<file path="config.mk">
export PLATFORM = sky130hd
export DESIGN_NAME = feiu_top
export DESIGN_NICKNAME = d
export VERILOG_FILES = /design/src/common/feiu_pkg.sv /design/src/core/feiu_top.sv
export SDC_FILE = /design/constraint.sdc
export NUM_CORES = 1
export LEC_CHECK = 0
export BUFFER_PORTS_ARGS = -buffer_cell sky130_fd_sc_hd__buf_2
export CORE_ASPECT_RATIO = 0.8
export CORE_UTILIZATION = 45
export CTS_CLUSTER_SIZE = 25
export DETAILED_ROUTE_END_ITERATION = 8
export PLACE_DENSITY_LB_ADDON = 0.15
export SLEW_MARGIN = 10
export SYNTH_ARGS = -nofsm -noshare
export SYNTH_HDL_FRONTEND = slang
export SYNTH_SLANG_ARGS = --single-unit
</file>
<file path="constraint.sdc">
create_clock -name i_mclk -period 2.37 [get_ports i_mclk]
set_input_delay 0.1185 -clock i_mclk [delete_from_list [all_inputs] [get_ports i_mclk]]
set_output_delay 0.1185 -clock i_mclk [all_outputs]
set_load 0.01 [all_outputs]
</file>
<file path="src/common/feiu_pkg.sv">
// package for the fault event interrupt unit: offsets, fields, timing
package feiu_pkg;
    localparam logic [7:0] FEIU_ADDR_STATUS = 8'h02;
    localparam logic [7:0] FEIU_ADDR_ENABLE = 8'h03;
    localparam int FEIU_NUM_EVT = 5;
    localparam int FEIU_BIT_SHORT = 4;
    localparam int FEIU_BIT_HEAT = 3;
    localparam int FEIU_BIT_OVP = 2;
    localparam int FEIU_BIT_SENS_B = 1;
    localparam int FEIU_BIT_SENS_A = 0;
    localparam logic [7:0] FEIU_LIVE_MASK = 8'h1F;
    localparam logic [4:0] FEIU_STATUS_RST = 5'h00;
    localparam logic [4:0] FEIU_ENABLE_RST = 5'h00;
    localparam int FEIU_CLK_MHZ = 100;
    localparam int FEIU_GAP_US = 50;
    localparam int FEIU_GAP_CYC = FEIU_GAP_US * FEIU_CLK_MHZ;

    typedef struct packed {
        logic output_short;
        logic overheat;
        logic overvoltage;
        logic sensor_b;
        logic sensor_a;
    } feiu_evt_t;

    typedef struct packed {
        logic wr;
        logic rd;
        logic [7:0] addr;
        logic [7:0] wdata;
    } feiu_req_t;

    typedef enum logic [2:0] {
        FEIU_IDLE = 3'b001,
        FEIU_ASSERT = 3'b010,
        FEIU_GAP = 3'b100
    } feiu_state_t;
endpackage : feiu_pkg

</file>
<file path="src/core/feiu_top.sv">
// event flags, enables and host interrupt line of the fault event unit
`timescale 1ns/100ps
module feiu_top
    import feiu_pkg::*;
#(
    parameter int GAP_CYCLES = FEIU_GAP_CYC
) (
    // clock and reset
    input wire logic i_mclk,
    input wire logic i_sys_rst,
    // register access from the management port decoder
    input wire feiu_req_t i_req,
    output logic [7:0] o_rdata,
    // fault detectors and comparators, asynchronous
    input wire feiu_evt_t i_fault_raw,
    input wire logic i_sens_a_en,
    input wire logic i_sens_b_en,
    input wire logic i_pulse_mode,
    // host interrupt, active high
    output logic o_irq
);

    ////////////////////////////////////////////////////////////////////
    // two-flop synchronisers for pins
    feiu_evt_t s1_reg, s2_reg, s3_reg;
    always_ff @(posedge i_mclk or posedge i_sys_rst) begin
        if (i_sys_rst) begin
            s1_reg <= '0;
            s2_reg <= '0;
            s3_reg <= '0;
        end else begin
            s1_reg <= i_fault_raw;
            s2_reg <= s1_reg;
            s3_reg <= s2_reg;
        end
    end

    // level faults set while present; comparators set on any edge
    feiu_evt_t hit;
    always_comb begin
        hit.output_short = s2_reg.output_short;
        hit.overheat = s2_reg.overheat;
        hit.overvoltage = s2_reg.overvoltage;
        hit.sensor_b = i_sens_b_en &
            (s2_reg.sensor_b ^ s3_reg.sensor_b);
        hit.sensor_a = i_sens_a_en &
            (s2_reg.sensor_a ^ s3_reg.sensor_a);
    end

    ////////////////////////////////////////////////////////////////////
    // status and enable registers
    logic [4:0] status_reg, status_next;
    logic [4:0] enable_reg, enable_next;
    logic [7:0] rdata_reg, rdata_next;
    logic wr_status, wr_enable, clr_any;
    logic [4:0] clr;

    always_comb begin
        wr_status = i_req.wr && (i_req.addr == FEIU_ADDR_STATUS);
        wr_enable = i_req.wr && (i_req.addr == FEIU_ADDR_ENABLE);
        // only ones in live bits clear; reserved bits dropped
        clr = wr_status ? i_req.wdata[4:0] : 5'h00;
        clr_any = |clr;
        // set wins over a clear in the same cycle; enable never gates set
        status_next = (status_reg & ~clr) | hit;
        // only the five live bits are stored; reserved writes fall away
        enable_next = wr_enable ?
            i_req.wdata[4:0] : enable_reg;
        rdata_next = rdata_reg;
        if (i_req.rd) begin
            unique case (i_req.addr)
                FEIU_ADDR_STATUS: rdata_next = {3'h0, status_reg};
                FEIU_ADDR_ENABLE: rdata_next = {3'h0, enable_reg};
                default: rdata_next = 8'h00;
            endcase
        end
    end

    always_ff @(posedge i_mclk or posedge i_sys_rst) begin
        if (i_sys_rst) begin
            status_reg <= FEIU_STATUS_RST;
            enable_reg <= FEIU_ENABLE_RST;
            rdata_reg <= 8'h00;
        end else begin
            status_reg <= status_next;
            enable_reg <= enable_next;
            rdata_reg <= rdata_next;
        end
    end
    assign o_rdata = rdata_reg;

    ////////////////////////////////////////////////////////////////////
    // interrupt line with optional re-arm gap
    logic pend_now, pend_after;
    feiu_state_t st_reg, st_next;
    logic [$clog2(GAP_CYCLES+1)-1:0] gap_reg, gap_next;
    logic irq_reg, irq_next;

    always_comb begin
        pend_now = |(status_reg & enable_reg);
        pend_after = |(status_next & enable_next);
        st_next = st_reg;
        gap_next = gap_reg;
        unique case (st_reg)
            FEIU_IDLE: begin
                if (pend_after) begin
                    st_next = FEIU_ASSERT;
                end
            end
            FEIU_ASSERT: begin
                if (!pend_after) begin
                    st_next = FEIU_IDLE;
                end else if (clr_any && i_pulse_mode) begin
                    st_next = FEIU_GAP;
                    gap_next = '0;
                end
                // no pulse mode: stay high
            end
            FEIU_GAP: begin
                if (gap_reg == ($bits(gap_reg))'(GAP_CYCLES - 1)) begin
                    st_next = pend_after ? FEIU_ASSERT : FEIU_IDLE;
                end else begin
                    gap_next = gap_reg + 1'b1;
                end
            end
            default: st_next = FEIU_IDLE;
        endcase
        irq_next = (st_next == FEIU_ASSERT);
    end

    always_ff @(posedge i_mclk or posedge i_sys_rst) begin
        if (i_sys_rst) begin
            st_reg <= FEIU_IDLE;
            gap_reg <= '0;
            irq_reg <= 1'b0;
        end else begin
            st_reg <= st_next;
            gap_reg <= gap_next;
            irq_reg <= irq_next;
        end
    end
    assign o_irq = irq_reg;

    ////////////////////////////////////////////////////////////////////
    // checks
    chk_flag_holds: assert property (@(posedge i_mclk) disable iff (i_sys_rst)
        (status_reg[FEIU_BIT_SHORT] && !clr[FEIU_BIT_SHORT])
        |=> status_reg[FEIU_BIT_SHORT])
        else $error("short flag lost without clear");
    chk_clear_one: assert property (@(posedge i_mclk) disable iff (i_sys_rst)
        (clr[FEIU_BIT_OVP] && !hit.overvoltage) |=> !status_reg[FEIU_BIT_OVP])
        else $error("overvoltage flag not cleared");
    chk_heat_set: assert property (@(posedge i_mclk) disable iff (i_sys_rst)
        hit.overheat |=> status_reg[FEIU_BIT_HEAT])
        else $error("overheat flag not set");
    chk_short_set: assert property (@(posedge i_mclk) disable iff (i_sys_rst)
        s2_reg.output_short |=> status_reg[FEIU_BIT_SHORT])
        else $error("short flag not set");
    chk_sens_gate: assert property (@(posedge i_mclk) disable iff (i_sys_rst)
        (!i_sens_a_en && !status_reg[FEIU_BIT_SENS_A])
        |=> !status_reg[FEIU_BIT_SENS_A])
        else $error("disabled comparator set flag");
    chk_sens_b_gate: assert property (@(posedge i_mclk) disable iff (i_sys_rst)
        (!i_sens_b_en && !status_reg[FEIU_BIT_SENS_B])
        |=> !status_reg[FEIU_BIT_SENS_B])
        else $error("disabled second comparator set flag");
    chk_ovp_set: assert property (@(posedge i_mclk) disable iff (i_sys_rst)
        hit.overvoltage |=> status_reg[FEIU_BIT_OVP])
        else $error("overvoltage flag not set");
    chk_sens_a_edge: assert property (@(posedge i_mclk) disable iff (i_sys_rst)
        (i_sens_a_en && $changed(s2_reg.sensor_a))
        |=> status_reg[FEIU_BIT_SENS_A])
        else $error("main comparator edge missed");
    chk_zero_keeps: assert property (@(posedge i_mclk) disable iff (i_sys_rst)
        (wr_status && !i_req.wdata[FEIU_BIT_SENS_A] &&
         status_reg[FEIU_BIT_SENS_A]) |=> status_reg[FEIU_BIT_SENS_A])
        else $error("zero write cleared a flag");
    // outside the gap the line is exactly the registered pending state
    chk_short_irq: assert property (@(posedge i_mclk) disable iff (i_sys_rst)
        (status_reg[FEIU_BIT_SHORT] && enable_reg[FEIU_BIT_SHORT] &&
         st_reg != FEIU_GAP) |-> o_irq)
        else $error("short event did not interrupt");
    chk_irq_match: assert property (@(posedge i_mclk) disable iff (i_sys_rst)
        (st_reg != FEIU_GAP) |-> (o_irq == pend_now))
        else $error("irq differs from pending events");
    chk_en_write: assert property (@(posedge i_mclk) disable iff (i_sys_rst)
        wr_enable |=> enable_reg == $past(i_req.wdata[4:0]))
        else $error("enable write lost");
    chk_en_stable: assert property (@(posedge i_mclk) disable iff (i_sys_rst)
        !wr_enable |=> $stable(enable_reg))
        else $error("enable changed without write");
    chk_rd_hold: assert property (@(posedge i_mclk) disable iff (i_sys_rst)
        !i_req.rd |=> $stable(o_rdata))
        else $error("read data changed without read");
    chk_rd_status: assert property (@(posedge i_mclk) disable iff (i_sys_rst)
        (i_req.rd && i_req.addr == FEIU_ADDR_STATUS)
        |=> o_rdata == {3'h0, $past(status_reg)})
        else $error("status read wrong");
    // the gap must not outlast its counter
    chk_gap_end: assert property (@(posedge i_mclk) disable iff (i_sys_rst)
        (st_reg == FEIU_GAP && gap_reg == GAP_CYCLES - 1)
        |=> st_reg != FEIU_GAP)
        else $error("gap overran");
    chk_state_code: assert property (@(posedge i_mclk) disable iff (i_sys_rst)
        $onehot(st_reg))
        else $error("interrupt state code illegal");
    chk_sens_b_edge: assert property (@(posedge i_mclk) disable iff (i_sys_rst)
        (i_sens_b_en && $changed(s2_reg.sensor_b))
        |=> status_reg[FEIU_BIT_SENS_B])
        else $error("second comparator edge missed");
    chk_irq_off: assert property (@(posedge i_mclk) disable iff (i_sys_rst)
        !pend_now |-> ##1 !o_irq || $past(pend_after))
        else $error("irq without pending event");
    chk_no_gap: assert property (@(posedge i_mclk) disable iff (i_sys_rst)
        (o_irq && !i_pulse_mode && pend_after) |=> o_irq)
        else $error("irq gap outside pulse mode");
    chk_gap_low: assert property (@(posedge i_mclk) disable iff (i_sys_rst)
        (st_reg == FEIU_ASSERT && st_next == FEIU_GAP) |=> !o_irq[*8])
        else $error("irq not low in gap");
    chk_rsvd_zero: assert property (@(posedge i_mclk) disable iff (i_sys_rst)
        $past(i_req.rd) |-> o_rdata[7:5] == 3'h0)
        else $error("reserved bits not zero");
    chk_enable_keep: assert property (@(posedge i_mclk) disable iff (i_sys_rst)
        (status_reg[FEIU_BIT_OVP] && !enable_reg[FEIU_BIT_OVP] &&
         !clr[FEIU_BIT_OVP]) |=> status_reg[FEIU_BIT_OVP])
        else $error("masked flag lost");

    cov_gap: cover property (@(posedge i_mclk) st_reg == FEIU_GAP);
    cov_irq: cover property (@(posedge i_mclk) $rose(o_irq));
    cov_clear: cover property (@(posedge i_mclk) clr_any && o_irq);
    cov_set_clr: cover property (@(posedge i_mclk) |(clr & hit));
    cov_masked: cover property (@(posedge i_mclk) |(status_reg & ~enable_reg));
endmodule : feiu_top

</file>
# Word level (Yosys, flattened, before mapping)
# Cells that the tools add are included.
totals:
  regBits: 47
  input_bits: 28
  output_inout_bits: 9
  wordCells: 57
classes:
  n_addsub: 1
  n_eq_ne: 10
  mux: 13
  n_bitwise: 8
  reduce_logical: 7
ops:
  columns: ["operator", "count"]
  rows:
  - ["two-way mux 13 bit", 3]
  - ["one-hot mux 13 bit (2 select lines)", 1]
  - ["== test 8 x 2 -> 1 bit, second input constant", 2]
  - ["adder 13 x 1 -> 13 bit, second input constant", 1]
  - ["== test 13 bit, second input constant", 1]
  - ["two-way mux 3 bit", 4]
  - ["AND 5 bit", 2]
  - ["two-way mux 5 bit", 2]
  - ["one-hot mux 5 bit (2 select lines)", 1]
  - ["OR reduction 5 bit", 2]
  - ["one-hot mux 3 bit (3 select lines)", 1]
  - ["== test 3 x 2 -> 1 bit, second input constant", 2]
  - ["!= test 2 bit, second input constant", 3]
  - ["NOT 5 bit", 1]
  - ["OR 5 bit", 1]
  - ["AND reduction 4 bit", 1]
  - ["== test 3 x 1 -> 1 bit, second input constant", 1]
  - ["== test 3 bit, second input constant", 1]
  - ["logical AND 1 bit", 3]
  - ["AND 1 bit", 2]
  - ["two-way mux 2 bit", 1]
  - ["nonzero test 2 bit", 1]
  - ["XOR 1 bit", 2]

# Depth between registers and ports, before layout
depth:
  ltp_word: 12
  depth_mapped: 9
  depth_no_buf: 8

# Least setup slack after synthesis
# Ideal clock, no wire load.
synth_path:
  path_kind: "reg-to-reg"
  from: "register gap_reg[4]"
  to: "register gap_reg[10]"
  setup_time_ns: 0.125
  t_arrival_ns: 2.220
  required_ns: 2.245
  path_slack_ns: 0.026
  stages_incl_launch_ff: 9
  n_path_buf: 1
  path_cell_list: "dfrtp_1 -> clkbuf_1 -> or4b_2 -> nor3_1 -> nor3b_1 -> o2111ai_1 -> a21oi_1 -> and3_1 -> mux2_2"
synth_via:
  elab_chain_cells: 3
  word_cells_on_any_way: 6
synth_lines:
  columns: ["item", "line", "text"]
  rows:
  - ["start, declared", "feiu_top.sv:96", "logic [$clog2(GAP_CYCLES+1)-1:0] gap_reg, gap_next;"]
  - ["start signal, assigned", "feiu_top.sv:138", "gap_reg <= gap_next;"]
  - ["adder 13 x 1 -> 13 bit / == test 13 bit (equally long branches)", "feiu_top.sv:123, feiu_top.sv:120", null]
  - ["two-way mux 13 bit / != test 2 bit (equally long branches)", null, null]
  - ["one-hot mux 13 bit (2 select lines) / AND reduction 4 bit (equally long branches)", null, null]
# Several ways; a longest one is shown, not always the timed one. The select of a mux whose other input is x is not followed.
# A chain may end at the register's enable or synchronous reset.

# Final worst setup path
layout_path:
  from: "register gap_reg[10]"
  to: "register gap_reg[10]"
# Same word-level chain as after synthesis.

==> results.json <==
{
  "fp.dieW_um": 79.1,
  "seq_area_um2": 1100,
  "coreArea_um2": 4570,
  "synth-edff-count": 0,
  "finalHoldViolCount": 0,
  "whs_ns": 0.0669,
  "finalSetupViolCount": 0,
  "p_int_mw": 1.20,
  "drtIter0Drc": 155,
  "vias_per_cell": 5.26,
  "ioPinCount": 37,
  "fin_worst_skew_ns": 0.00477,
  "stdcell_area_um2": 2740,
  "start_util": 0.469,
  "crit_chain": "or4b_2 > nor3_4 > nor3b_2 > o2111ai_1 > a21oi_1 > and3_1 > mux2_2",
  "min_period_ns": 2.22,
  "cp-end-kind": "flip-flop",
  "cts_buffer_depth": 2,
  "finalPower_mw": 1.58,
  "die-area_um2": 5040,
  "slowest_stage": "or4b_2",
  "swShare": 0.243,
  "ys.flop_type": "dfrtp_1",
  "irDropWorstVdd_uv": 385,
  "wl_per_cell_um": 14.6,
  "grt_use_total": 0.222,
  "grt_pass1_vias": 1763,
  "dp_hpwl_mm": 3.61,
  "clk_pin_slew_ns": 0.09,
  "first_pass_iters": 4,
  "cts_buffers": 5,
  "grt_pass1_wl_mm": 8.34,
  "drive_above_1_share": 0.326,
  "overflow": 0,
  "h-tree-depth": 2,
  "multi_input_area_um2": 971,
  "place_area_um2": 2530,
  "p_leak_nw": 1.29,
  "syn_to_final_growth_pct": 28.1,
  "power_frac_clock": 0.388,
  "hold_path.class": "input port to flip-flop",
  "yosys-top-cells-area": "dfrtp_1, a21oi_1, mux2i_1, nand3_1, inv_1",
  "grt_max_degree": 21,
  "cp_data_arrival_time_ns": 2.42,
  "cts_sinks": 44,
  "max_stage_delay_ns": 0.71,
  "cts-root-buf": "clkbuf_8",
  "nFillCells": 407,
  "status": "complete, no violations",
  "cts_tree": "built",
  "path_class": "flip-flop to flip-flop",
  "yosysTopAreaCell": "dfrtp_1",
  "p_seq_frac": 0.504,
  "max_freq_ghz": 0.450,
  "diodes": 0,
  "pre_cts_slack_ns": -0.0613,
  "antenna_found_initial": 0,
  "largest_reg_flops": 13,
  "cp-start-kind": "flip-flop",
  "die-height_um": 63.7,
  "drv_cap": 0,
  "synth-seq-area-share": 0.515,
  "detail-route-antenna-nets": 0,
  "power.density_nw_per_um2": 577,
  "wl_mm": 4.85,
  "synthDistinctLibCells": 55,
  "rsz0062_at_grt": "no",
  "drc": 0,
  "vias": 1753,
  "switchingPower_mw": 0.384,
  "place.gp.congestion": 0.838,
  "cp_max_fo": 3,
  "cp.required_ns": 2.56,
  "synthArstFlopShare": 1.00,
  "worst_slack_ns": 0.146,
  "ys_seq_elements": 44,
  "clk_latency_ns": 0.30,
  "synth_area_um2": 2140,
  "yosys.area.top_type_share": 0.503,
  "tns_ns": 0,
  "slew_violations": 0,
  "yosysWarnings": 0,
  "period_share": 0.939,
  "pwr-share-comb": 0.109,
  "nNetsFinal": 301,
  "synthCells": 206,
  "avgSynthCellArea_um2": 10.4,
  "rows": 22,
  "placement.io_buffers": 30
}
[repair_timing]
| item | in CTS | in global routing |
|---|---|---|
| setup endpoints to repair | 9 | 7 |
| setup buffers | 0 | 1 |
| resized for setup | 2 | 3 |
| hold endpoints to repair | 15 | 0 |
| hold buffers | 6 | 0 |
| pin swaps | 0 | 2 |
[path summary, 6_finish.rpt]
check	from	to	slack [ns]	cells after the start
hold / removal	i_req[16]	o_rdata[4]$_DFFE_PP0P_	0.07	2
min in group asynchronous	i_sys_rst	st_reg[1]$_DFF_PP0_	0.30	3
hold reg to reg	s1_reg[2]$_DFF_PP0_	hit[2]$_DFF_PP0_	0.35	0
setup reg to reg	gap_reg[10]$_DFFE_PP0P_	gap_reg[10]$_DFFE_PP0P_	0.15	7
max in group asynchronous	i_sys_rst	gap_reg[12]$_DFFE_PP0P_	1.48	4
setup / recovery	gap_reg[10]$_DFFE_PP0P_	gap_reg[10]$_DFFE_PP0P_	0.15	7
[layer usage]
metal	wire length [um]	vias up	part of all wire	global-route usage
li1	-	872	-	-
met1	2490	826	0.51	0.322
met2	2050	46	0.42	0.323
met3	232	9	0.048	0.0449
met4	83	0	0.017	0.0864
met5	0	-	0	0
[cell usage in the layout, fill, tap and decap left out, types with 4 or more instances in the layout]
cell,synthesis,routed
a21oi_1,14,14
buf_2,1,30
buf_4,3,28
clkbuf_8,0,6
dfrtp_1,43,43
dlygate4sd3_1,0,6
inv_1,14,13
mux2i_1,6,6
nand2_1,11,11
nand3_1,11,11
nor2_1,11,11
nor2b_1,5,5
o21ai_0,10,10
o22ai_1,5,5
or3_1,7,7
xnor2_1,4,4
[layout make-up]
cell class | instances | share of cell area
Inverter | 14 | 0.0192
Clock buffer | 6 | 0.0301
Timing Repair Buffer | 64 | 0.153
Sequential cell | 44 | 0.402
Clock inverter | 2 | 0.0141
Multi-Input combinational cell | 143 | 0.354
Tap cell | 60 | 0.0274
[cells in the mapped netlist (2+ instances only)]
master,number
a21o_1,2
a21oi_1,14
a41oi_1,2
and3_1,2
and4_1,2
buf_4,3
clkbuf_1,2
dfrtp_1,43
inv_1,14
mux2_2,2
mux2i_1,6
nand2_1,11
nand2b_1,2
nand3_1,11
nand4_1,3
nor2_1,11
nor2b_1,5
nor3_1,3
o2111ai_1,2
o21ai_0,10
o22ai_1,5
o31a_2,2
o31ai_1,3
or2_2,2
or3_1,7
or4_1,3
or4b_2,2
xnor2_1,4
xor2_1,2
[metrics by stage]
step                 util  cells
global route        0.600    333
detailed placement  0.554    318
floorplan               -    208
global placement    0.554    318
finish              0.600    333
CTS                 0.595    332
[worst max-delay path: cells and delay by family (launching register included)]
family | cells | cell delay (ns)
AO/OA/AOI/OAI | 2 | 0.28
flip-flops | 1 | 0.39
multiplexers | 1 | 0.26
AND/OR/NAND/NOR | 4 | 1.18
[power groups by stage]
| stage | logic, mW | registers (mW) | clock network [mW] |
|---|---|---|---|
| after floorplan | 0.0979 | 0.809 | 0 |
| after global placement | 0.158 | 0.810 | 0 |
| after detailed placement | 0.162 | 0.810 | 0 |
| after CTS | 0.172 | 0.796 | 0.628 |
| after global routing | 0.192 | 0.801 | 0.660 |
| final | 0.172 | 0.797 | 0.613 |
[cell families (layout without fill, tap and decap cells)]
group	Yosys count	count (layout)	share of synthesized area
multiplexers	8	8	0.0386
adder cells (fa/ha/maj)	1	1	0.00584
AO/OA/AOI/OAI	50	50	0.153
buffers and inverters	21	86	0.0462
flip-flops	44	44	0.515
AND/OR/NAND/NOR	75	75	0.216
other	1	3	0.00175
XOR/XNOR	6	6	0.0245
No activity file was read; power rests on OpenSTA's default activity.
